$ cat config.mk
export PLATFORM = sky130hd
export DESIGN_NAME = ddc_channel_filter_chain_ctrl
export DESIGN_NICKNAME = d
export VERILOG_FILES = /design/src/design/ddc_ctrl_pkg.sv /design/src/design/ddc_channel_filter_chain_ctrl.sv /design/src/design/sample_delay.sv
export SDC_FILE = /design/constraint.sdc
export NUM_CORES = 1
export LEC_CHECK = 0
export BUFFER_PORTS_ARGS = -buffer_cell sky130_fd_sc_hd__buf_2
export CORE_MARGIN = 2
export CORE_UTILIZATION = 60
export DETAILED_ROUTE_END_ITERATION = 6
export GPL_ROUTABILITY_DRIVEN = 0
export PLACE_DENSITY = 0.86
export REMOVE_ABC_BUFFERS = 1
export SYNTH_ARGS = -nofsm -noshare
export SYNTH_HDL_FRONTEND = slang
export SYNTH_SLANG_ARGS = --single-unit
$ cat constraint.sdc
create_clock -name pclk -period 7.7 [get_ports pclk]
set_input_delay 0.385 -clock pclk [delete_from_list [all_inputs] [get_ports pclk]]
set_output_delay 0.385 -clock pclk [all_outputs]
set_load 0.01 [all_outputs]
$ cat src/design/ddc_ctrl_pkg.sv
// constants for the channel filter-chain control block
// How it works
// - fine prescale field bits 0-2, 0..5
// - coarse prescale bits 3-5, six bits each
// - mixer rounds to 20 or 16 bits
// - prescale down 62-shift-scale-6*coarse bits
// - four-bit sign pattern negates filter outputs
// - split mode passes real data only
// - real-only bit tags samples as real
// - imag-only bit tags samples as imaginary
// - compensation filter asymmetric eleven-tap mode
// - compensation input delays on Q and I
// - coarse gain 2^field before 20-bit rounding
// - programmable filter asymmetric 32-tap mode
// - programmable input delays on Q and I
// - peak select picks overflow source
// - up-shift from register or input exponent
// - peak mode picks threshold or overflow
package ddc_ctrl_pkg;
	// register indices, byte address is four times these
	localparam logic [5:0] IDX_SHIFT = 6'h10;
	localparam logic [5:0] IDX_ZERO = 6'h13;
	localparam logic [5:0] IDX_GAIN = 6'h17;
	localparam logic [5:0] IDX_IQ = 6'h18;
	localparam logic [5:0] IDX_COMP = 6'h19;
	localparam logic [5:0] IDX_PROG = 6'h1a;
	localparam logic [5:0] IDX_PEAK = 6'h1c;
	localparam logic [5:0] IDX_STAT = 6'h20;
	// writable bit masks, other bits read zero
	localparam logic [7:0] MSK_SHIFT = 8'h0f;
	localparam logic [7:0] MSK_ZERO = 8'h0f;
	localparam logic [7:0] MSK_GAIN = 8'h7f;
	localparam logic [7:0] MSK_IQ = 8'h7f;
	localparam logic [7:0] MSK_COMP = 8'hf7;
	localparam logic [7:0] MSK_PROG = 8'h1f;
	localparam logic [7:0] MSK_PEAK = 8'h20;
	// reset values
	localparam logic [7:0] RST_SHIFT = 8'h0c;
	localparam logic [7:0] RST_ZERO = 8'h00;
	localparam logic [7:0] RST_GAIN = 8'h79;
	localparam logic [7:0] RST_IQ = 8'h00;
	localparam logic [7:0] RST_COMP = 8'h00;
	localparam logic [7:0] RST_PROG = 8'h00;
	localparam logic [7:0] RST_PEAK = 8'h20;
	// field positions
	localparam int SH_LO = 0;
	localparam int SH_USE = 3;
	localparam int SC_LO = 0;
	localparam int BIG_LO = 3;
	localparam int WIDE = 6;
	localparam int NEG_LO = 0;
	localparam int SPLIT = 4;
	localparam int RONLY = 5;
	localparam int REAL_ONLY_OUTPUT_B = 6;
	localparam int ASYM = 0;
	localparam int QDLY = 1;
	localparam int IDLY = 2;
	localparam int CRS_LO = 4;
	localparam int PSEL_LO = 3;
	localparam int PMODE = 5;
	// prescale arithmetic
	localparam logic [6:0] PRE_BASE = 7'h3e;
	localparam logic [2:0] BIG_STEP = 3'h6;
	// rounding widths
	localparam int WIDE_BITS = 20;
	localparam int NARROW_BITS = 16;
	// peak overflow sources
	localparam logic [1:0] PK_COMP = 2'h0;
	localparam logic [1:0] PK_COARSE = 2'h1;
endpackage : ddc_ctrl_pkg

$ cat src/design/ddc_channel_filter_chain_ctrl.sv
// channel filter-chain control: registers and stated datapath controls
`timescale 1ns/1ps
`default_nettype none
module ddc_channel_filter_chain_ctrl #(
	parameter int MIX_W = 24,
	parameter int CIC_W = 24,
	parameter int SW = 20
) (
	// clock, reset, enable
	input wire logic pclk,
	input wire logic presetn,
	input wire logic ce,
	// apb slave
	input wire logic psel,
	input wire logic penable,
	input wire logic pwrite,
	input wire logic [7:0] paddr,
	input wire logic [31:0] pwdata,
	output logic [31:0] prdata,
	output logic pready,
	output logic pslverr,
	// mixer samples in
	input wire logic mix_valid,
	input wire logic [MIX_W-1:0] mix_i,
	input wire logic [MIX_W-1:0] mix_q,
	input wire logic [2:0] in_exp,
	// rounded mixer samples out
	output logic mixo_valid,
	output logic [SW-1:0] mixo_i,
	output logic [SW-1:0] mixo_q,
	// integrator-comb output in
	input wire logic cic_valid,
	input wire logic [CIC_W-1:0] cic_i,
	input wire logic [CIC_W-1:0] cic_q,
	// compensation filter input out
	output logic cf_valid,
	output logic [SW-1:0] cf_i,
	output logic [SW-1:0] cf_q,
	// programmable filter input in and out
	input wire logic pfin_valid,
	input wire logic [SW-1:0] pfin_i,
	input wire logic [SW-1:0] pfin_q,
	output logic pf_valid,
	output logic [SW-1:0] pf_i,
	output logic [SW-1:0] pf_q,
	// programmable filter result in
	input wire logic res_valid,
	input wire logic [SW-1:0] res_i,
	input wire logic [SW-1:0] res_q,
	// channel output
	output logic out_valid,
	output logic [SW-1:0] out_i,
	output logic [SW-1:0] out_q,
	output logic out_is_real,
	output logic out_is_imag,
	// filter configuration out
	output logic [6:0] prescale_down,
	output logic [3:0] zero_insert_count,
	output logic comp_filter_asym,
	output logic prog_filter_asym,
	output logic half_complex_gang,
	// peak counter source
	input wire logic thresh_hit,
	input wire logic comp_ovf,
	input wire logic prog_ovf,
	output logic peak_event
);
	// control registers
	logic [7:0] shift_q; // up-shift and its enable
	logic [7:0] zero_q; // zero insert count
	logic [7:0] gain_q; // integrator gain control
	logic [7:0] iq_q; // sign pattern and split controls
	logic [7:0] comp_q; // compensation filter control
	logic [7:0] prog_q; // programmable filter control
	logic [7:0] peak_q; // peak source kind
	logic ovf_seen_q; // sticky coarse-gain overflow
	logic [1:0] phase_q; // sign pattern position
	logic [5:0] idx; // word index of the access
	logic wr; // write access phase
	logic setup; // setup phase
	logic mapped; // index hits a register
	logic [7:0] rd_d; // read mux
	logic [2:0] up_shift; // effective mixer up-shift
	logic [2:0] scale; // fine prescale
	logic [2:0] big; // coarse prescale step
	logic [7:0] big_bits; // six bits per coarse step
	logic [7:0] used; // total up-scaling claimed
	logic [7:0] base; // widened base
	logic [2:0] coarse; // post-comb gain exponent
	logic crs_ovf; // this sample overflowed
	logic [SW:0] gi; // gained I with overflow bit
	logic [SW:0] gq; // gained Q with overflow bit
	logic [SW-1:0] cg_i; // coarse gained I
	logic [SW-1:0] cg_q; // coarse gained Q
	logic cg_valid; // coarse gain output valid
	logic [SW-1:0] dly_d [4]; // delay inputs
	logic [SW-1:0] dly_o [4]; // delay outputs
	logic dly_v [4]; // delay input valid
	logic dly_ov [4]; // delay output valid
	logic dly_en [4]; // delay enables

	assign idx = paddr[7:2];
	assign setup = psel && !penable;
	assign wr = psel && penable && pwrite;
	// zero-wait slave, every access completes at once
	assign pready = 1'b1;

	// shift up and round one mixer lane to 20 or 16 bits
	function automatic logic [SW-1:0] round_mix(
		input logic [MIX_W-1:0] x,
		input logic [2:0] sh,
		input logic wide
	);
		logic [MIX_W+7:0] s;
		logic [MIX_W+7:0] half;
		begin
			s = {{8{x[MIX_W-1]}}, x} <<< sh;
			half = '0;
			if (wide)
				half[MIX_W-ddc_ctrl_pkg::WIDE_BITS-1] = 1'b1;
			else
				half[MIX_W-ddc_ctrl_pkg::NARROW_BITS-1] = 1'b1;
			s = s + half;
			// bits shifted past the top are lost; the shift comes from the register or from in_exp
			round_mix = s[MIX_W-1 -: SW];
			// narrow rounding leaves the low four bits clear
			if (!wide)
				round_mix[SW-ddc_ctrl_pkg::NARROW_BITS-1:0] = '0;
		end
	endfunction : round_mix

	// gain by 2^c and round to SW bits, top bit flags saturation
	function automatic logic [SW:0] coarse_gain(
		input logic [CIC_W-1:0] x,
		input logic [2:0] c
	);
		logic [CIC_W+8:0] s;
		logic [CIC_W+8:0] t;
		logic [CIC_W+8:0] hi;
		logic [CIC_W+8:0] lo;
		begin
			s = {{9{x[CIC_W-1]}}, x} <<< c;
			t = s + ((CIC_W+9)'(1) << (CIC_W-SW-1));
			// signed shift keeps negative samples negative
			t = $signed(t) >>> (CIC_W-SW);
			hi = (CIC_W+9)'({1'b0, {(SW-1){1'b1}}});
			lo = ~hi;
			if ($signed(t) > $signed(hi))
				coarse_gain = {1'b1, 1'b0, {(SW-1){1'b1}}};
			else if ($signed(t) < $signed(lo))
				coarse_gain = {1'b1, 1'b1, {(SW-1){1'b0}}};
			else
				coarse_gain = {1'b0, t[SW-1:0]};
		end
	endfunction : coarse_gain

	// register writes, masked so unused bits stay zero
	always_ff @(posedge pclk or negedge presetn)
	begin
		if (!presetn)
		begin
			shift_q <= ddc_ctrl_pkg::RST_SHIFT;
			zero_q <= ddc_ctrl_pkg::RST_ZERO;
			gain_q <= ddc_ctrl_pkg::RST_GAIN;
			iq_q <= ddc_ctrl_pkg::RST_IQ;
			comp_q <= ddc_ctrl_pkg::RST_COMP;
			prog_q <= ddc_ctrl_pkg::RST_PROG;
			peak_q <= ddc_ctrl_pkg::RST_PEAK;
		end
		else if (ce && wr)
		begin
			case (idx)
				ddc_ctrl_pkg::IDX_SHIFT:
					shift_q <= pwdata[7:0] & ddc_ctrl_pkg::MSK_SHIFT;
				ddc_ctrl_pkg::IDX_ZERO:
					zero_q <= pwdata[7:0] & ddc_ctrl_pkg::MSK_ZERO;
				ddc_ctrl_pkg::IDX_GAIN:
					gain_q <= pwdata[7:0] & ddc_ctrl_pkg::MSK_GAIN;
				ddc_ctrl_pkg::IDX_IQ:
					iq_q <= pwdata[7:0] & ddc_ctrl_pkg::MSK_IQ;
				// test bit is stored; software keeps it low
				ddc_ctrl_pkg::IDX_COMP:
					comp_q <= pwdata[7:0] & ddc_ctrl_pkg::MSK_COMP;
				ddc_ctrl_pkg::IDX_PROG:
					prog_q <= pwdata[7:0] & ddc_ctrl_pkg::MSK_PROG;
				ddc_ctrl_pkg::IDX_PEAK:
					peak_q <= pwdata[7:0] & ddc_ctrl_pkg::MSK_PEAK;
				default:
					shift_q <= shift_q;
			endcase
		end
	end

	// read mux over all registers, status included
	always_comb
	begin
		mapped = 1'b1;
		rd_d = '0;
		case (idx)
			ddc_ctrl_pkg::IDX_SHIFT: rd_d = shift_q;
			ddc_ctrl_pkg::IDX_ZERO: rd_d = zero_q;
			ddc_ctrl_pkg::IDX_GAIN: rd_d = gain_q;
			ddc_ctrl_pkg::IDX_IQ: rd_d = iq_q;
			ddc_ctrl_pkg::IDX_COMP: rd_d = comp_q;
			ddc_ctrl_pkg::IDX_PROG: rd_d = prog_q;
			ddc_ctrl_pkg::IDX_PEAK: rd_d = peak_q;
			ddc_ctrl_pkg::IDX_STAT: rd_d = {5'h00, phase_q, ovf_seen_q};
			default: mapped = 1'b0;
		endcase
	end

	// read data and error are sampled in setup for the access cycle
	always_ff @(posedge pclk or negedge presetn)
	begin
		if (!presetn)
		begin
			prdata <= '0;
			pslverr <= 1'b0;
		end
		else if (ce && setup)
		begin
			prdata <= (!pwrite && mapped) ? {24'h000000, rd_d} : '0;
			pslverr <= !mapped;
		end
	end

	// up-shift: register value when enabled, else input exponent
	assign up_shift = shift_q[ddc_ctrl_pkg::SH_USE] ?
		shift_q[ddc_ctrl_pkg::SH_LO +: 3] : in_exp;

	// rounded mixer output
	always_ff @(posedge pclk or negedge presetn)
	begin
		if (!presetn)
		begin
			mixo_valid <= 1'b0;
			mixo_i <= '0;
			mixo_q <= '0;
		end
		else if (ce)
		begin
			mixo_valid <= mix_valid;
			if (mix_valid)
			begin
				mixo_i <= round_mix(mix_i, up_shift,
					gain_q[ddc_ctrl_pkg::WIDE]);
				mixo_q <= round_mix(mix_q, up_shift,
					gain_q[ddc_ctrl_pkg::WIDE]);
			end
		end
	end

	assign scale = gain_q[ddc_ctrl_pkg::SC_LO +: 3];
	assign big = gain_q[ddc_ctrl_pkg::BIG_LO +: 3];
	assign big_bits = 8'(big) * 8'(ddc_ctrl_pkg::BIG_STEP);
	assign used = 8'(up_shift) + 8'(scale) + big_bits;
	assign base = {1'b0, ddc_ctrl_pkg::PRE_BASE};

	// pre-scale amount; bad settings floor at zero, not wrap
	always_ff @(posedge pclk or negedge presetn)
	begin
		if (!presetn)
			prescale_down <= '0;
		else if (ce)
			prescale_down <= (used > base) ? '0 :
				7'(base - used);
	end

	// static filter configuration
	always_ff @(posedge pclk or negedge presetn)
	begin
		if (!presetn)
		begin
			zero_insert_count <= '0;
			comp_filter_asym <= 1'b0;
			prog_filter_asym <= 1'b0;
			half_complex_gang <= 1'b0;
		end
		else if (ce)
		begin
			zero_insert_count <= zero_q[3:0];
			comp_filter_asym <= comp_q[ddc_ctrl_pkg::ASYM];
			prog_filter_asym <= prog_q[ddc_ctrl_pkg::ASYM];
			half_complex_gang <= iq_q[ddc_ctrl_pkg::SPLIT];
		end
	end

	// coarse gain after the comb stage
	assign coarse = comp_q[ddc_ctrl_pkg::CRS_LO +: 3];
	assign gi = coarse_gain(cic_i, coarse);
	assign gq = coarse_gain(cic_q, coarse);
	assign crs_ovf = cic_valid && (gi[SW] || gq[SW]);

	// coarse gain output register
	always_ff @(posedge pclk or negedge presetn)
	begin
		if (!presetn)
		begin
			cg_valid <= 1'b0;
			cg_i <= '0;
			cg_q <= '0;
		end
		else if (ce)
		begin
			cg_valid <= cic_valid;
			if (cic_valid)
			begin
				cg_i <= gi[SW-1:0];
				cg_q <= gq[SW-1:0];
			end
		end
	end

	// sticky overflow; a new overflow beats a clearing write
	always_ff @(posedge pclk or negedge presetn)
	begin
		if (!presetn)
			ovf_seen_q <= 1'b0;
		else if (ce)
		begin
			if (crs_ovf)
				ovf_seen_q <= 1'b1;
			else if (wr && idx == ddc_ctrl_pkg::IDX_STAT && pwdata[0])
				ovf_seen_q <= 1'b0;
		end
	end

	// delay lanes: 0,1 feed compensation, 2,3 feed programmable
	always_comb
	begin
		dly_d[0] = cg_i;
		dly_d[1] = cg_q;
		dly_d[2] = pfin_i;
		dly_d[3] = pfin_q;
		dly_v[0] = cg_valid;
		dly_v[1] = cg_valid;
		dly_v[2] = pfin_valid;
		dly_v[3] = pfin_valid;
		dly_en[0] = comp_q[ddc_ctrl_pkg::IDLY];
		dly_en[1] = comp_q[ddc_ctrl_pkg::QDLY];
		dly_en[2] = prog_q[ddc_ctrl_pkg::IDLY];
		dly_en[3] = prog_q[ddc_ctrl_pkg::QDLY];
	end

	// one delay stage per lane keeps I and Q latency equal
	for (genvar k = 0; k < 4; k++)
	begin : g_dly
		sample_delay #(
			.W(SW)
		) u_dly (
			.pclk(pclk),
			.presetn(presetn),
			.ce(ce),
			.delay_en(dly_en[k]),
			.in_valid(dly_v[k]),
			.in_data(dly_d[k]),
			.out_valid(dly_ov[k]),
			.out_data(dly_o[k])
		);
	end

	assign cf_valid = dly_ov[0];
	assign cf_i = dly_o[0];
	assign cf_q = dly_o[1];
	assign pf_valid = dly_ov[2];
	assign pf_i = dly_o[2];
	assign pf_q = dly_o[3];

	// sign pattern position advances once per result
	always_ff @(posedge pclk or negedge presetn)
	begin
		if (!presetn)
			phase_q <= '0;
		else if (ce && res_valid)
			phase_q <= phase_q + 2'h1;
	end

	// output stage: sign pattern, split mode and type tags
	always_ff @(posedge pclk or negedge presetn)
	begin
		if (!presetn)
		begin
			out_valid <= 1'b0;
			out_i <= '0;
			out_q <= '0;
			out_is_real <= 1'b0;
			out_is_imag <= 1'b0;
		end
		else if (ce)
		begin
			out_valid <= res_valid;
			if (res_valid)
			begin
				out_i <= iq_q[ddc_ctrl_pkg::NEG_LO + phase_q] ?
					SW'(-res_i) : res_i;
				// split mode carries real data only
				if (iq_q[ddc_ctrl_pkg::SPLIT])
					out_q <= '0;
				else
					out_q <= iq_q[ddc_ctrl_pkg::NEG_LO + phase_q] ?
						SW'(-res_q) : res_q;
				out_is_real <= iq_q[ddc_ctrl_pkg::RONLY];
				out_is_imag <= iq_q[ddc_ctrl_pkg::REAL_ONLY_OUTPUT_B];
			end
		end
	end

	// peak source: threshold hits or one chosen overflow
	always_ff @(posedge pclk or negedge presetn)
	begin
		if (!presetn)
			peak_event <= 1'b0;
		else if (ce)
		begin
			if (!peak_q[ddc_ctrl_pkg::PMODE])
				peak_event <= thresh_hit;
			else
			begin
				case (prog_q[ddc_ctrl_pkg::PSEL_LO +: 2])
					ddc_ctrl_pkg::PK_COMP: peak_event <= comp_ovf;
					ddc_ctrl_pkg::PK_COARSE: peak_event <= crs_ovf;
					default: peak_event <= prog_ovf;
				endcase
			end
		end
	end
endmodule : ddc_channel_filter_chain_ctrl
`default_nettype wire

$ cat src/design/sample_delay.sv
// optional one-sample delay on a sample stream
`timescale 1ns/1ps
`default_nettype none
module sample_delay #(
	parameter int W = 20
) (
	// clock and reset
	input wire logic pclk,
	input wire logic presetn,
	input wire logic ce,
	// control
	input wire logic delay_en,
	// stream
	input wire logic in_valid,
	input wire logic [W-1:0] in_data,
	output logic out_valid,
	output logic [W-1:0] out_data
);
	logic [W-1:0] prev_q; // last accepted sample
	// remember each sample so it can be replayed one step late
	always_ff @(posedge pclk or negedge presetn)
	begin
		if (!presetn)
			prev_q <= '0;
		else if (ce && in_valid)
			prev_q <= in_data;
	end
	// output stage, registered so both lanes stay aligned
	always_ff @(posedge pclk or negedge presetn)
	begin
		if (!presetn)
		begin
			out_data <= '0;
			out_valid <= 1'b0;
		end
		else if (ce)
		begin
			out_valid <= in_valid;
			if (in_valid)
				out_data <= delay_en ? prev_q : in_data;
		end
	end
endmodule : sample_delay
`default_nettype wire

Yosys cells after proc, flatten, opt, wreduce, memory -nomap -nowiden. Cells that the tools add are included.

Register bits after elaboration: 373. Bits in latches: 0. Memory bits (writable): 0. Memory bits (read-only): 0. Input bits: 232. Output and inout port bits: 215. Logic and storage cells: 130. Memories: 0.

$add $sub $neg: 10. Multipliers: 1. Div/mod/pow operators: 0. Magnitude comparators: 6. Equality and inequality tests: 9. Shift operators: 4. Multiplexer cells: 30. Bitwise logic cells: 0. Reductions and logical operators: 32.

Operators by type and width (number): $mux 20 (7); $mux 21 (4); $add 33x4->33 const B (2); $sshl 33x3->33 (2); $pmux 8 s8 (1); $sshl 32x3->24 (2); $gt 29x20->1 const B (2); $lt 29x20->1 const B (2); $add 24x8->24 (2); $eq 6x5->1 const B (7); $neg 20->20 (2); $reduce_and 2->1 (13); $logic_and 1x1->1 (12); $mux 1 (11); $mux 4 (2); $mux 8 (1); $reduce_or 8->1 (1); $add 4x6->7 (1); $gt 7x6->1 const B (1); $mux 7 (1); $sub 6x7->7 const A (1); $eq 6x6->1 const B (1); $mul 3x2->5 const B (1); $add 3x3->4 (1); other kinds (10) (12).

Logic depth before layout (Yosys ltp). Gate-level depths: netlist (run 1).

Depth in word-level cells: 9. Mapped depth: 18. Depth with buffers taken out: 14.

Modules after synthesis. A second synthesis (run 1) with hierarchy kept.

Cell total of the unflattened synthesis: 2075. Area, all modules: 21896.0 µm².

Modules (own cells, without submodules): ddc_channel_filter_chain_ctrl (times used 1, cells an instance 1535, area each 14699.1 µm², sequential area each 4689.5 µm²); sample_delay (times used 4, cells an instance 135, area each 1799.2 µm², sequential area each 1026.0 µm²).

Least setup slack after synthesis (run 1). Ideal clock, no wire load.

Path kind: register -> register. Start: reg comp_q[6]. End: reg cg_q[9]. Library setup time: 0.123 ns. Arrival: 4.192 ns. Data required time: 7.577 ns. Path slack: 3.385 ns. Cell stages (with the launch flop): 18. Path buffers: 6. Period minus slack after synthesis: 4.315 ns. Cell sequence: dfrtp_1 -> inv_1 -> buf_2 -> clkbuf_1 -> clkbuf_1 -> clkbuf_1 -> nand2_1 -> o21ai_0 -> ha_1 -> o311ai_1 -> nor4b_2 -> and2b_1 -> mux2_2 -> o31a_1 -> buf_6 -> buf_12 -> a21oi_2 -> o21ai_1.

Cells in the longest elaborated chain, start to end: 5. Elaborated cells on any way between the ends: 6. Classes of those cells: add/sub: 1; order compare: 2; shift: 1; mux: 2.

RTL lines: from (decl) (line ddc_channel_filter_chain_ctrl.sv:73) `logic [7:0] comp_q;`; from (signal assigned) (line ddc_channel_filter_chain_ctrl.sv:166) `comp_q <= ddc_ctrl_pkg::RST_COMP;`; from (signal assigned) (line ddc_channel_filter_chain_ctrl.sv:183) `comp_q <= pwdata[7:0] & ddc_ctrl_pkg::MSK_COMP;`; $sshl 33x3->33 * (line ddc_channel_filter_chain_ctrl.sv:142) `s = {{9{x[CIC_W-1]}}, x} <<< c;`; $add 33x4->33 * (line ddc_channel_filter_chain_ctrl.sv:143) `t = s + ((CIC_W+9)'(1) << (CIC_W-SW-1));`; $lt 29x20->1 (line ddc_channel_filter_chain_ctrl.sv:150) `else if ($signed(t) < $signed(lo))`; $mux 21 (line ddc_channel_filter_chain_ctrl.sv:150); $mux 21 * (line ddc_channel_filter_chain_ctrl.sv:148) `if ($signed(t) > $signed(hi))`; to (signal assigned) (line ddc_channel_filter_chain_ctrl.sv:309) `cg_q <= gq[SW-1:0];`; to (decl) (line ddc_channel_filter_chain_ctrl.sv:94) `logic [SW-1:0] cg_q;`.

Mark *: on every way between the ends. The rest lies on a longest branch, timed or not. A chain may end at the register's enable or synchronous reset.

Worst setup path after layout (run 1).
Start: reg comp_q[4]. End: reg peak_event.

Cells in the longest elaborated chain, start to end: 9. Elaborated cells on any way between the ends: 16. Classes of those cells: add/sub: 2; order compare: 4; shift: 2; mux: 6; reduce/logical: 2.

RTL lines: $sshl 33x3->33 (line ddc_channel_filter_chain_ctrl.sv:142); $add 33x4->33 (line ddc_channel_filter_chain_ctrl.sv:143); $lt 29x20->1 (line ddc_channel_filter_chain_ctrl.sv:150); $mux 21 (line ddc_channel_filter_chain_ctrl.sv:150); $mux 21 (line ddc_channel_filter_chain_ctrl.sv:148); $logic_or 1x1->1 * (line ddc_channel_filter_chain_ctrl.sv:292) `assign crs_ovf = cic_valid && (gi[SW] || gq[SW]);`; $logic_and 1x1->1 * (line ddc_channel_filter_chain_ctrl.sv:292); $pmux 1 s2 * (line ddc_channel_filter_chain_ctrl.sv:419) `case (prog_q[ddc_ctrl_pkg::PSEL_LO +: 2])`; $mux 1 * (line ddc_channel_filter_chain_ctrl.sv:415) `if (!peak_q[ddc_ctrl_pkg::PMODE])`; to (signal assigned) (line ddc_channel_filter_chain_ctrl.sv:416) `peak_event <= thresh_hit;`; to (signal assigned) (line ddc_channel_filter_chain_ctrl.sv:420) `ddc_ctrl_pkg::PK_COMP: peak_event <= comp_ovf;`; to (signal assigned) (line ddc_channel_filter_chain_ctrl.sv:421) `ddc_ctrl_pkg::PK_COARSE: peak_event <= crs_ovf;`; to (decl) (line ddc_channel_filter_chain_ctrl.sv:66) `output logic peak_event`.

Marks and branches as above.

==> results of run 1 <==
## layout by cell type (no fill, tap or decap), types with 9 or more instances in the layout
cell type,netlist,final
a21oi_1,66,66
a21oi_2,10,10
a22o_1,21,21
a31oi_1,9,9
and2_1,9,9
and3_1,12,12
buf_2,21,394
buf_4,28,16
clkbuf_1,87,10
clkbuf_16,0,39
conb_1,2,25
dfrtp_1,341,338
diode_2,0,16
ha_1,16,16
inv_1,34,34
mux2_2,135,135
mux2i_1,233,233
mux4_1,16,16
mux4_2,35,35
nand2_1,272,268
nand2b_1,12,12
nand3_1,28,28
nand3b_1,9,9
nand4_1,13,13
nor2_1,87,87
nor3_1,33,33
nor4_1,9,9
o21ai_0,215,215
o21ai_1,12,12
o22ai_1,12,12
o31ai_1,9,9
or3_1,14,14
xnor2_1,53,53
xor2_1,65,65
## power groups by stage
stage                     Sequential [mW]  Combinational, mW  Clock [mW]
after floorplan                      2.46              0.789           0
after global placement               2.36               1.39           0
after detailed placement             2.39               1.44           0
after CTS                            2.36               1.45        1.77
after global routing                 2.40               1.60        1.85
final                                2.36               1.46        1.74
## kinds of logic after synthesis
logic type	Yosys count	share of synthesized area, %
adder cells (fa/ha/maj)	20	1.304
AND/OR/NAND/NOR	545	11.84
AO/OA/AOI/OAI	443	12.70
XOR/XNOR	118	4.809
multiplexers	422	23.82
buffers and inverters	193	4.809
other	2	0.03495
flip-flops	349	40.68
## registers in the layout, summed over array words and instances, names as in the netlist, 4 cells and up
name                  cells
g_dly.u_dly.out_data     80
g_dly.u_dly.prev_q       80
cg_i                     20
cg_q                     20
mixo_i                   20
mixo_q                   20
out_i                    20
out_q                    20
prdata                    8
comp_q                    7
gain_q                    7
iq_q                      7
prescale_down             7
prog_q                    5
shift_q                   4
zero_insert_count         4
zero_q                    4
## final cells by class
class | count | area, um^2
Tap cell | 461 | 576.8
Clock buffer | 52 | 1055
Fill cell | 2625 | 10760
Inverter | 36 | 137.6
Sequential cell | 349 | 8750
Multi-Input combinational cell | 1573 | 11820
Clock inverter | 12 | 121.4
Timing Repair Buffer | 413 | 2137
Antenna cell | 16 | 40.04
## path summary, 6_finish.rpt
kind	cells after the start	to
max	10	peak_event
min	2	comp_q[7]
max reg2reg	10	peak_event
min reg2reg	2	mixo_q[13]
max in group asynchronous	3	comp_q[4]
min in group asynchronous	2	mixo_q[19]
## layer usage
layer	GRT usage [%]	part of all wire (%)	vias to the layer above
li1	-	-	8193
met1	38.59	40	8555
met2	48.88	48	758
met3	4.707	8.1	146
met4	12.50	4.0	2
met5	0	0.023	-
## stage by stage
step | instance area, um^2 | std cells | total power, mW
after global routing | 24630 | 2908 | 5.845
after detailed placement | 23410 | 2831 | 3.834
after floorplan | 20680 | 1958 | 3.249
final | 24640 | 2912 | 5.556
after global placement | 23410 | 2831 | 3.749
after CTS | 24600 | 2896 | 5.586
==> metrics.md, run 1 <==
| Metric | Value |
|---|---|
| DIE AREA | about 37000 um^2 |
| Top cell type's share of synthesized area | between 30% and 40% |
| Critical Path Start Type | flop |
| CORE AREA | about 35000 um^2 |
| Most common cell in the netlist | dfrtp_1 |
| Initial Util | 60.71% |
| Worst-Margin Slew | about 1.2 ns |
| Wirelength per Cell | 19.41 um |
| Worst Setup Slack, final | 2.524 ns |
| Async SR Flop Fraction | 100.0% |
| Final setup vio count | 0 |
| Longest Clk Path Bufs | 3 |
| Clock transition at path regs | ~0.060 ns |
| Sequential share of power | 42.5% |
| Clock share of power | 31.3% |
| Routed Antenna Nets | 0 |
| Initial antenna violation count | 13 |
| H-tree depth | 2 |
| Clock Sinks | 349 |
| Chip Height | 193.3 um |
| HPWL Detailed | 41330 um |
| Cells resized by post-CTS repair | 0 |
| Slowest CP cell | a211oi_2 |
| Pre-antenna DRT Iters | 6 |
| Critical path cell sequence | buf_4, mux4_1, nand4_1, a2111oi_2, o211a_1, nand4b_1, xor2_1, a211oi_2, o221ai_1, a41o_1 |
| Via density | a little over 6 |
| Kind of critical path | flop to flop |
| Synth-to-Final Area Change | 14.64% |
| Post-route DRC | 0 |
| Final period util | about two thirds |
| RSZ-0062 raised after global routing | false |
| Sw Share | between 30% and 40% |
| Pins Over Slew Limit | 0 |
| Area leader, netlist | dfrtp_1 |
| Combinational share of power | a little over a quarter |
| YS warnings | 0 |
| Clock skew | about 0.018 ns |
| Max VDD drop | 0.0001642 V |
| PwrDens | ~230 nW/um^2 |
| Io pins | 447 |
| Post-CTS Setup Bufs | 0 |
| Slew headroom | 17.59% |
| Buf+Inv Stages, Crit Path | 1 |
| Main synth FF type | dfrtp_1 |
| Worst Path Arrival | roughly 5.6 ns |
| Final WL | approximately 57000 um |
| Pin count of the biggest net entering global routing | about 150 |
| DR vias | ~18k |
| Min-delay worst type | input pin to flop |
| Hold Vio Cnt, Final | 0 |
| P_int | 3.786 mW |
| GRT overflow | 0 |
| Hold-fix buffers at CTS | 1 |
| Lkg Pwr | 11.14 nW |
| Syn Inst Count | between 2k and 2.5k |
| I/O Buffers | 395 |
| Worst R2R Setup Slack | about 2.5 ns |
| Yosys reg bits | 349 |
| Number of flops mapped to enable cells by yosys | 0 |
| Synth area leaders | dfrtp_1 40%, mux2i_1 11%, mux2_2 7.1% |
| Beginning of the worst hold path | pwdata[7] |
| Sw power | about 1.8 mW |
| Status | finished clean |
| DP Worst Slack | about 2.6 ns |
| CP Max Fanout | 38 |
| CP Data Required Time | 8.11 ns |
| Delay-heaviest family, CP | compound AO/OA/AOI/OAI gates |
| Most frequent cells after synthesis | 341 x dfrtp_1, 272 x nand2_1, 233 x mux2i_1 |
| Seq/Total Area, Yosys | about two fifths |
| Initial drt markers | ~1.1k |
| Row count | between 60 and 70 |
| Reg-to-reg startpoint | comp_q[4] |
| Chip width | between 150 and 200 um |
| CTS tree | yes |
| Share of layout cells above drive strength 1 | 28.17% |
| Total track usage | 29.45% |
| Crit path from | comp_q[4] |
| Root Buffer | clkbuf_16 |
| Layout Utilization | between 60 and 70% |
| Setup TNS | 0 ns |
| Crit end category | flop |
| Total of max-cap violations | 0 |
| Tmin final | slightly above 5 ns |
| Yosys cell types | 92 |
| Fmax | 193.2 MHz |
| Cell Area, Synth | roughly 21000 um^2 |
| Synthesized area per cell | a little over 10 um^2 |
| CP max stage delay | 0.91 ns |
| Vias in the first global route | 17.15k |
| Skew-Pair Late Insertion Delay | ~0.54 ns |
| Clock buffer count from CTS | 38 |
| Hold WS | 0.09194 ns |
| NumNets Final | around 2.7k |
| Global-route wire length before repair | 90540 um |
No activity file was read; power rests on OpenSTA's default activity.
==> run 2: changes to the inputs <==
CORE_UTILIZATION = 51   (was 60)
PLACE_DENSITY = 0.78   (was 0.86)
clock period = 4.37 ns   (was 7.7 ns; I/O delays follow)
==> run 2 against run 1 <==
Net effect:
- power grew 89%
- worst setup slack lost 2.4 ns
- first-iteration DRC count increased by 40%
- clock power is 110% higher
- fmax rose by 23%
- register-to-register slack worse by 2.4 ns
- critical path type unchanged
- largest power group unchanged
==> metrics.md, run 2 (synthesis gave the netlist of run 1 again) <==
| Metric | Value |
|---|---|
| Total track usage | 27.20% (was 29.45%) |
| Tmin final | 4.202 ns (was 5.176 ns) |
| DIE AREA | 43800 um^2 (was 37350 um^2) |
| Initial drt markers | 1587 (was 1136) |
| Fillers | 3243 (was 2625) |
| Vias in the first global route | 18.11k (was 17.15k) |
| Status | finished clean (unchanged) |
| Most common cell after layout, fill and taps aside | buf_2 (unchanged) |
| Layout Utilization | 62.07% (was 69.60%) |
| Pwr Total | 10.51 mW (was 5.556 mW) |
| PwrDens | 405.4 nW/um^2 (was 225.5 nW/um^2) |
| Slew headroom | 20.99% (was 17.59%) |
| Clock buffer count from CTS | 41 (was 38) |
| Multi-input gate area | 11820 um^2 (about the same) |
| Final period util | 96.15% (was 67.22%) |
| GRT overflow | 0 (unchanged) |
| CORE AREA | 41760 um^2 (was 35400 um^2) |
| Critical path cell sequence | buf_4, mux2i_1, nand2_1, nand2_1, nor2_1, ha_1, o311ai_1, nor4b_2, buf_4, and2b_1, mux2_2, o31a_2, o21ai_0, o21ai_0 (was buf_4, mux4_1, nand4_1, a2111oi_2, o211a_1, nand4b_1, xor2_1, a211oi_2, o221ai_1, a41o_1) |
| Share of layout cells above drive strength 1 | 28.55% (was 28.17%) |
| Skew-Pair Late Insertion Delay | 0.58 ns (was 0.54 ns) |
| Beginning of the worst hold path | res_q[18] (was pwdata[7]) |
| Reg-to-reg startpoint | comp_q[4] (unchanged) |
| Initial antenna violation count | 10 (was 13) |
| Row count | 75 (was 69) |
| CP Max Fanout | 43 (was 38) |
| Critical Path Start Type | flop (unchanged) |
| Worst-Margin Slew | 1.185 ns (was 1.235 ns) |
| Fmax | 238.0 MHz (was 193.2 MHz) |
| Synth-to-Final Area Change | 20.61% (was 14.64%) |
| Biggest registers after layout | g_dly.u_dly.out_data: 80 flops, g_dly.u_dly.prev_q: 80 flops (unchanged) |
| CTS tree | yes (unchanged) |
| Sequential cell area | 8750 um^2 (unchanged) |
| Chip width | 209.3 um (was 193.3 um) |
| R2R depth | 14 (was 10) |
| Wirelength per Cell | 19.63 um (was 19.41 um) |
| Post-route DRC | 0 (unchanged) |
| Slowest CP cell | dfrtp_4 (was a211oi_2) |
| Worst r2r dst | cg_q[0] (was peak_event) |
| Worst R2R Setup Slack | 0.17 ns (was 2.52 ns) |
| Clock Sinks | 349 (unchanged) |
| I/O Buffers | 395 (unchanged) |
| Hold Vio Cnt, Final | 0 (unchanged) |
| Worst Setup Slack, final | 0.1682 ns (was 2.524 ns) |
| Via density | 5.906 (was 6.063) |
| CP max stage delay | 0.85 ns (was 0.91 ns) |
| Global-route wire length before repair | 95940 um (was 90540 um) |
| RSZ-0062 raised after global routing | false (unchanged) |
| Clock transition at path regs | 0.06 ns (about the same) |
| Pins Over Slew Limit | 0 (unchanged) |
| Crit end category | flop (unchanged) |
| Total of max-cap violations | 0 (unchanged) |
| Lkg Pwr | 11.71 nW (was 11.14 nW) |
| DP Worst Slack | 0.1706 ns (was 2.636 ns) |
| H-tree depth | 2 (unchanged) |
| Pin count of the biggest net entering global routing | 127 (was 154) |
| Clock skew | 0.02174 ns (was 0.01815 ns) |
| Kind of critical path | flop to flop (unchanged) |
| Final WL | 60630 um (was 56520 um) |
| Pre-antenna DRT Iters | 5 (was 6) |
| Root Buffer | clkbuf_16 (unchanged) |
| Hold path cells | 3 (was 2) |
| Most frequent cells in the layout | 394 x buf_2, 338 x dfrtp_1, 268 x nand2_1, 233 x mux2i_1, 215 x o21ai_0 (unchanged) |
| Routed Antenna Nets | 0 (unchanged) |
| Worst Path Arrival | 4.63 ns (was 5.59 ns) |
| Final setup vio count | 0 (unchanged) |
| Initial Util | 51.46% (was 60.71%) |
| HPWL Detailed | 42720 um (was 41330 um) |
| Hold EP | out_q[18] (was comp_q[7]) |
| Post-DP Area | 23690 um^2 (was 23410 um^2) |
| DR vias | 18.24k (was 17.65k) |
| Longest Clk Path Bufs | 3 (unchanged) |
| Max VDD drop | 0.0002800 V (was 0.0001642 V) |
| Chip Height | 209.3 um (was 193.3 um) |
| CP Data Required Time | 4.80 ns (was 8.11 ns) |
| NumNets Final | 2764 (was 2663) |
| Min-delay worst type | input pin to flop (unchanged) |
| Io pins | 447 (unchanged) |
| Post-route cell area | 25920 um^2 (was 24640 um^2) |
-- run 2: changes by cell type in the layout (fill, tap and decap cells not counted), moves of 4 or more --
cell           previous run  this run
bufinv_16                 1         7
buf_4                    16        38
clkbuf_1                 10         4
clkinv_2                  5         9
dlygate4sd3_1             1        76
diode_2                  16         7
-- run 2: layout make-up --
| class | instances | share of cell area [%] |
|---|---|---|
| clock buffer | 50 | 4.282 |
| timing repair buffer | 511 | 11.86 |
| multi-input combinational | 1573 | 45.61 |
| inverter | 36 | 0.5310 |
| clock inverter | 24 | 1.299 |
| antenna | 7 | 0.06758 |
| tap | 539 | 2.602 |
| sequential | 349 | 33.76 |
-- run 2: what timing repair did --
action,in CTS,in global routing
setup endpoints to repair,0,18
buffers inserted,0,0
hold endpoints to repair,209,0
hold buffers,76,0
gates resized for setup,0,1
-- run 2: per-layer routing --
metal | vias up | global-route usage [%] | routed length, um
met4 | 4 | 11.63 | 2627
met1 | 8899 | 34.50 | 24530
li1 | 8382 | - | -
met3 | 178 | 5.955 | 4695
met5 | - | 0 | 22
met2 | 781 | 45.14 | 28750
-- run 2: where the power goes --
part / leakage (nW) / switching (mW) / total [mW] / internal [mW]
Clock: 0.707 / 1.44 / 3.67 / 2.23
Sequential: 4.24 / 0.347 / 4.16 / 3.81
Combinational: 6.76 / 1.51 / 2.68 / 1.16
Total: 11.7 / 3.30 / 10.5 / 7.21
-- run 2: metrics by stage --
step	TNS (ns)	cells	hold slack, ns
2_1_floorplan	-40.86	1958	-0.07709
3_3_place_gp	0	2932	0.2184
3_5_place_dp	0	2932	0.2300
4_1_cts	0	3082	0.01127
5_1_grt	0	3087	0.02897
6_report	0	3089	0.04638
-- run 2: worst max path at each step --
stage                      end  startpoint  slack (ns)  cells past startpoint
floorplan           peak_event   comp_q[4]       -1.16                      9
global placement       cg_q[0]   comp_q[4]        0.30                     14
detailed placement     cg_q[0]   comp_q[4]        0.17                     14
CTS                    cg_q[0]   comp_q[4]        0.14                     14
global route           cg_q[0]   comp_q[4]      0.0003                     14
finish                 cg_q[0]   comp_q[4]        0.17                     14
-- run 2: worst max-delay path: cells and delay by family, from the launching register on --
family / cells / cell delay (ns)
muxes: 2 / 0.46
DFF: 1 / 0.85
buffers and inverters: 2 / 0.50
adders and majority gates: 1 / 0.20
AOI/OAI and AO/OA: 4 / 1.05
and+or+nand+nor: 5 / 0.95
==> run 3: changes to the inputs <==
CORE_MARGIN = unset   (was 2)
==> run 3 against run 2 <==
Net effect:
- the flow now finishes with violations (design-rule violations)
- worst hold slack worse by 0.018 ns
- worst setup slack improved by 0.15 ns
- flip-flop and latch count unchanged
- global-route usage is 0.52 points higher
- critical path depth fell by 3
- wire length fell by 0.52%
- utilization increased by 0.48 points
- power is 2.5% lower
- fmax rose by 3.6%
- combinational power hardly changed
- register-to-register slack better by 0.15 ns
- critical endpoint is now peak_event
==> metrics.md, run 3 (synthesis gave the netlist of run 1 again) <==
| Metric | Value |
|---|---|
| Status | finished with violations (was finished clean) |
| Violated checks | design-rule violations |
| Via density | 5.884 (was 5.906) |
| Initial antenna violation count | 13 (was 10) |
| Most frequent cells in the layout | 394 x buf_2, 338 x dfrtp_1, 268 x nand2_1, 233 x mux2i_1, 215 x o21ai_0 (unchanged) |
| CP Max Fanout | 36 (was 43) |
| NumNets Final | 2757 (was 2764) |
| Clock share of power | 33.5% (was 34.9%) |
| Total of max-cap violations | 0 (unchanged) |
| CORE AREA | 41200 um^2 (was 41760 um^2) |
| Hold WS | 0.02828 ns (was 0.04638 ns) |
| Pin count of the biggest net entering global routing | 122 (was 127) |
| Delay-heaviest family, CP | compound AO/OA/AOI/OAI gates (unchanged) |
| Worst-Margin Slew | 1.184 ns (was 1.185 ns) |
| Kind of critical path | flop to flop (unchanged) |
| RSZ-0062 raised after global routing | false (unchanged) |
| PwrDens | 397.6 nW/um^2 (was 405.4 nW/um^2) |
| Critical Path Most Common Cell | buf_4 |
| Worst Path Arrival | 4.49 ns (was 4.63 ns) |
| DIE AREA | 42960 um^2 (was 43800 um^2) |
| Routed Antenna Nets | 0 (unchanged) |
| Clock skew | 0.02862 ns (was 0.02174 ns) |
| Final period util | 92.83% (was 96.15%) |
| Synth-to-Final Area Change | 19.92% (was 20.61%) |
| Global-route wire length before repair | 96130 um (was 95940 um) |
| Slew headroom | 20.79% (was 20.99%) |
| Layout Utilization | 62.55% (was 62.07%) |
| Clock buffer count from CTS | 40 (was 41) |
| Combinational share of power | 26.0% (was 25.5%) |
| Sw Share | 31.79% (was 31.37%) |
| Initial drt markers | 1627 (was 1587) |
| Hold Vio Cnt, Final | 0 (unchanged) |
| Biggest registers after layout | g_dly.u_dly.out_data: 80 flops, g_dly.u_dly.prev_q: 80 flops (unchanged) |
| Critical Path Start Type | flop (unchanged) |
| Vias in the first global route | 17.83k (was 18.11k) |
| Final WL | 60310 um (was 60630 um) |
| Wirelength per Cell | 19.60 um (was 19.63 um) |
| H-tree depth | 2 (unchanged) |
| Pre-antenna DRT Iters | 7 (was 5) |
| Post-DP Area | 23740 um^2 (was 23690 um^2) |
| DR vias | 18.11k (was 18.24k) |
| Min-delay worst type | input pin to flop (unchanged) |
| HPWL Detailed | 43070 um (was 42720 um) |
| Longest Clk Path Bufs | 3 (unchanged) |
| CTS tree | yes (unchanged) |
| Total track usage | 27.72% (was 27.20%) |
| Initial Util | 52.16% (was 51.46%) |
| Post-route cell area | 25770 um^2 (was 25920 um^2) |
| Buf+Inv Stages, Crit Path | 2 (unchanged) |
| Sequential share of power | 40.6% (was 39.6%) |
| Max VDD drop | 0.0002976 V (was 0.0002800 V) |
| Most common cell after layout, fill and taps aside | buf_2 (unchanged) |
| Chip width | 207.3 um (was 209.3 um) |
| Slowest CP cell | dfrtp_4 (unchanged) |
| Clock Sinks | 349 (unchanged) |
| Fmax | 246.5 MHz (was 238.0 MHz) |
| Share of layout cells above drive strength 1 | 28.79% (was 28.55%) |
| P_int | 6.989 mW (was 7.211 mW) |
| Tmin final | 4.056 ns (was 4.202 ns) |
| Row count | 74 (was 75) |
| Crit end category | flop (unchanged) |
| Skew-Pair Late Insertion Delay | 0.57 ns (was 0.58 ns) |
| Root Buffer | clkbuf_16 (unchanged) |
| CP Data Required Time | 4.80 ns (about the same) |
| Chip Height | 207.3 um (was 209.3 um) |
| Post-route DRC | 1 (was 0) |
| CP max stage delay | 0.80 ns (was 0.85 ns) |
| GRT overflow | 0 (unchanged) |
| Pins Over Slew Limit | 0 (unchanged) |
| Sw power | 3.257 mW (was 3.296 mW) |
| Critical path cell sequence | buf_4, mux4_1, nand3_1, a2111oi_2, o211a_1, nand4b_1, xor2_1, a211oi_2, buf_4, o221ai_1, a41o_1 (was buf_4, mux2i_1, nand2_1, nand2_1, nor2_1, ha_1, o311ai_1, nor4b_2, buf_4, and2b_1, mux2_2, o31a_2, o21ai_0, o21ai_0) |
| Post-CTS Setup Bufs | 0 (unchanged) |
| Final setup vio count | 0 (unchanged) |
| Lkg Pwr | 11.66 nW (was 11.71 nW) |
| Fillers | 3230 (was 3243) |
| Io pins | 447 (unchanged) |
| I/O Buffers | 395 (unchanged) |
| Clock transition at path regs | 0.06 ns (about the same) |
run 3: layout make-up:
cell class	count	area (um^2)	share of cell area, %
multi-input cells	1573	11820	45.87
flip-flops and latches	349	8750	33.95
repair buffers	505	3028	11.75
clock buffers	50	1120	4.345
well taps	532	665.6	2.583
clock inverters	23	227.7	0.8836
inverters	36	137.6	0.5340
diodes	9	22.52	0.08739
run 3: per-stage QoR:
stage	worst slack (ns)	std cells	setup TNS [ns]	power, mW
after floorplan	-1.163	1958	-40.86	5.725
after global placement	0.4313	2929	0	6.666
after detailed placement	0.1454	2929	0	6.781
after CTS	0.1154	3068	0	10.30
after global routing	0.1243	3072	0	10.76
final	0.3135	3077	0	10.25
run 3: worst paths after layout:
kind	start	end	slack, ns	cells past startpoint
min	res_i[7]	out_i[7]	0.03	3
max in group asynchronous	presetn	g_dly[3].u_dly.out_data[18]	3.07	3
min reg2reg	g_dly[0].u_dly.out_data[2]	g_dly[0].u_dly.out_data[2]	0.47	2
min in group asynchronous	presetn	mixo_q[5]	0.28	2
max reg2reg	comp_q[4]	peak_event	0.31	11
max	comp_q[4]	peak_event	0.31	11
run 3: power groups by stage:
stage	combinational [mW]	sequential [mW]	clock, mW
floorplan	1.39	4.33	0
global placement	2.50	4.16	0
detailed placement	2.58	4.20	0
CTS	2.65	4.14	3.51
global route	2.90	4.23	3.64
finish	2.66	4.16	3.43
run 3: what timing repair did:
item                                    4_1_cts  5_1_grt
endpoints found under the setup margin        0       16
hold buffers                                 66        0
gates resized for setup                       0        1
endpoints found under the hold margin       209        0
run 3: worst register-to-register path, delay by kind of cell (launching register included):
| family | cells | cell delay (ns) |
|---|---|---|
| flip-flops | 1 | 0.80 |
| AO/OA/AOI/OAI | 5 | 1.62 |
| AND/OR/NAND/NOR | 2 | 0.30 |
| multiplexers | 1 | 0.42 |
| XOR/XNOR | 1 | 0.21 |
| buffers and inverters | 2 | 0.58 |
run 3: per-layer routing:
metal	track usage (%)	part of all wire, %	up-vias
li1	-	-	8367
met4	12.12	4.2	12
met3	6.051	8.2	179
met2	45.67	47	788
met5	0	0.13	-
met1	35.19	40	8759
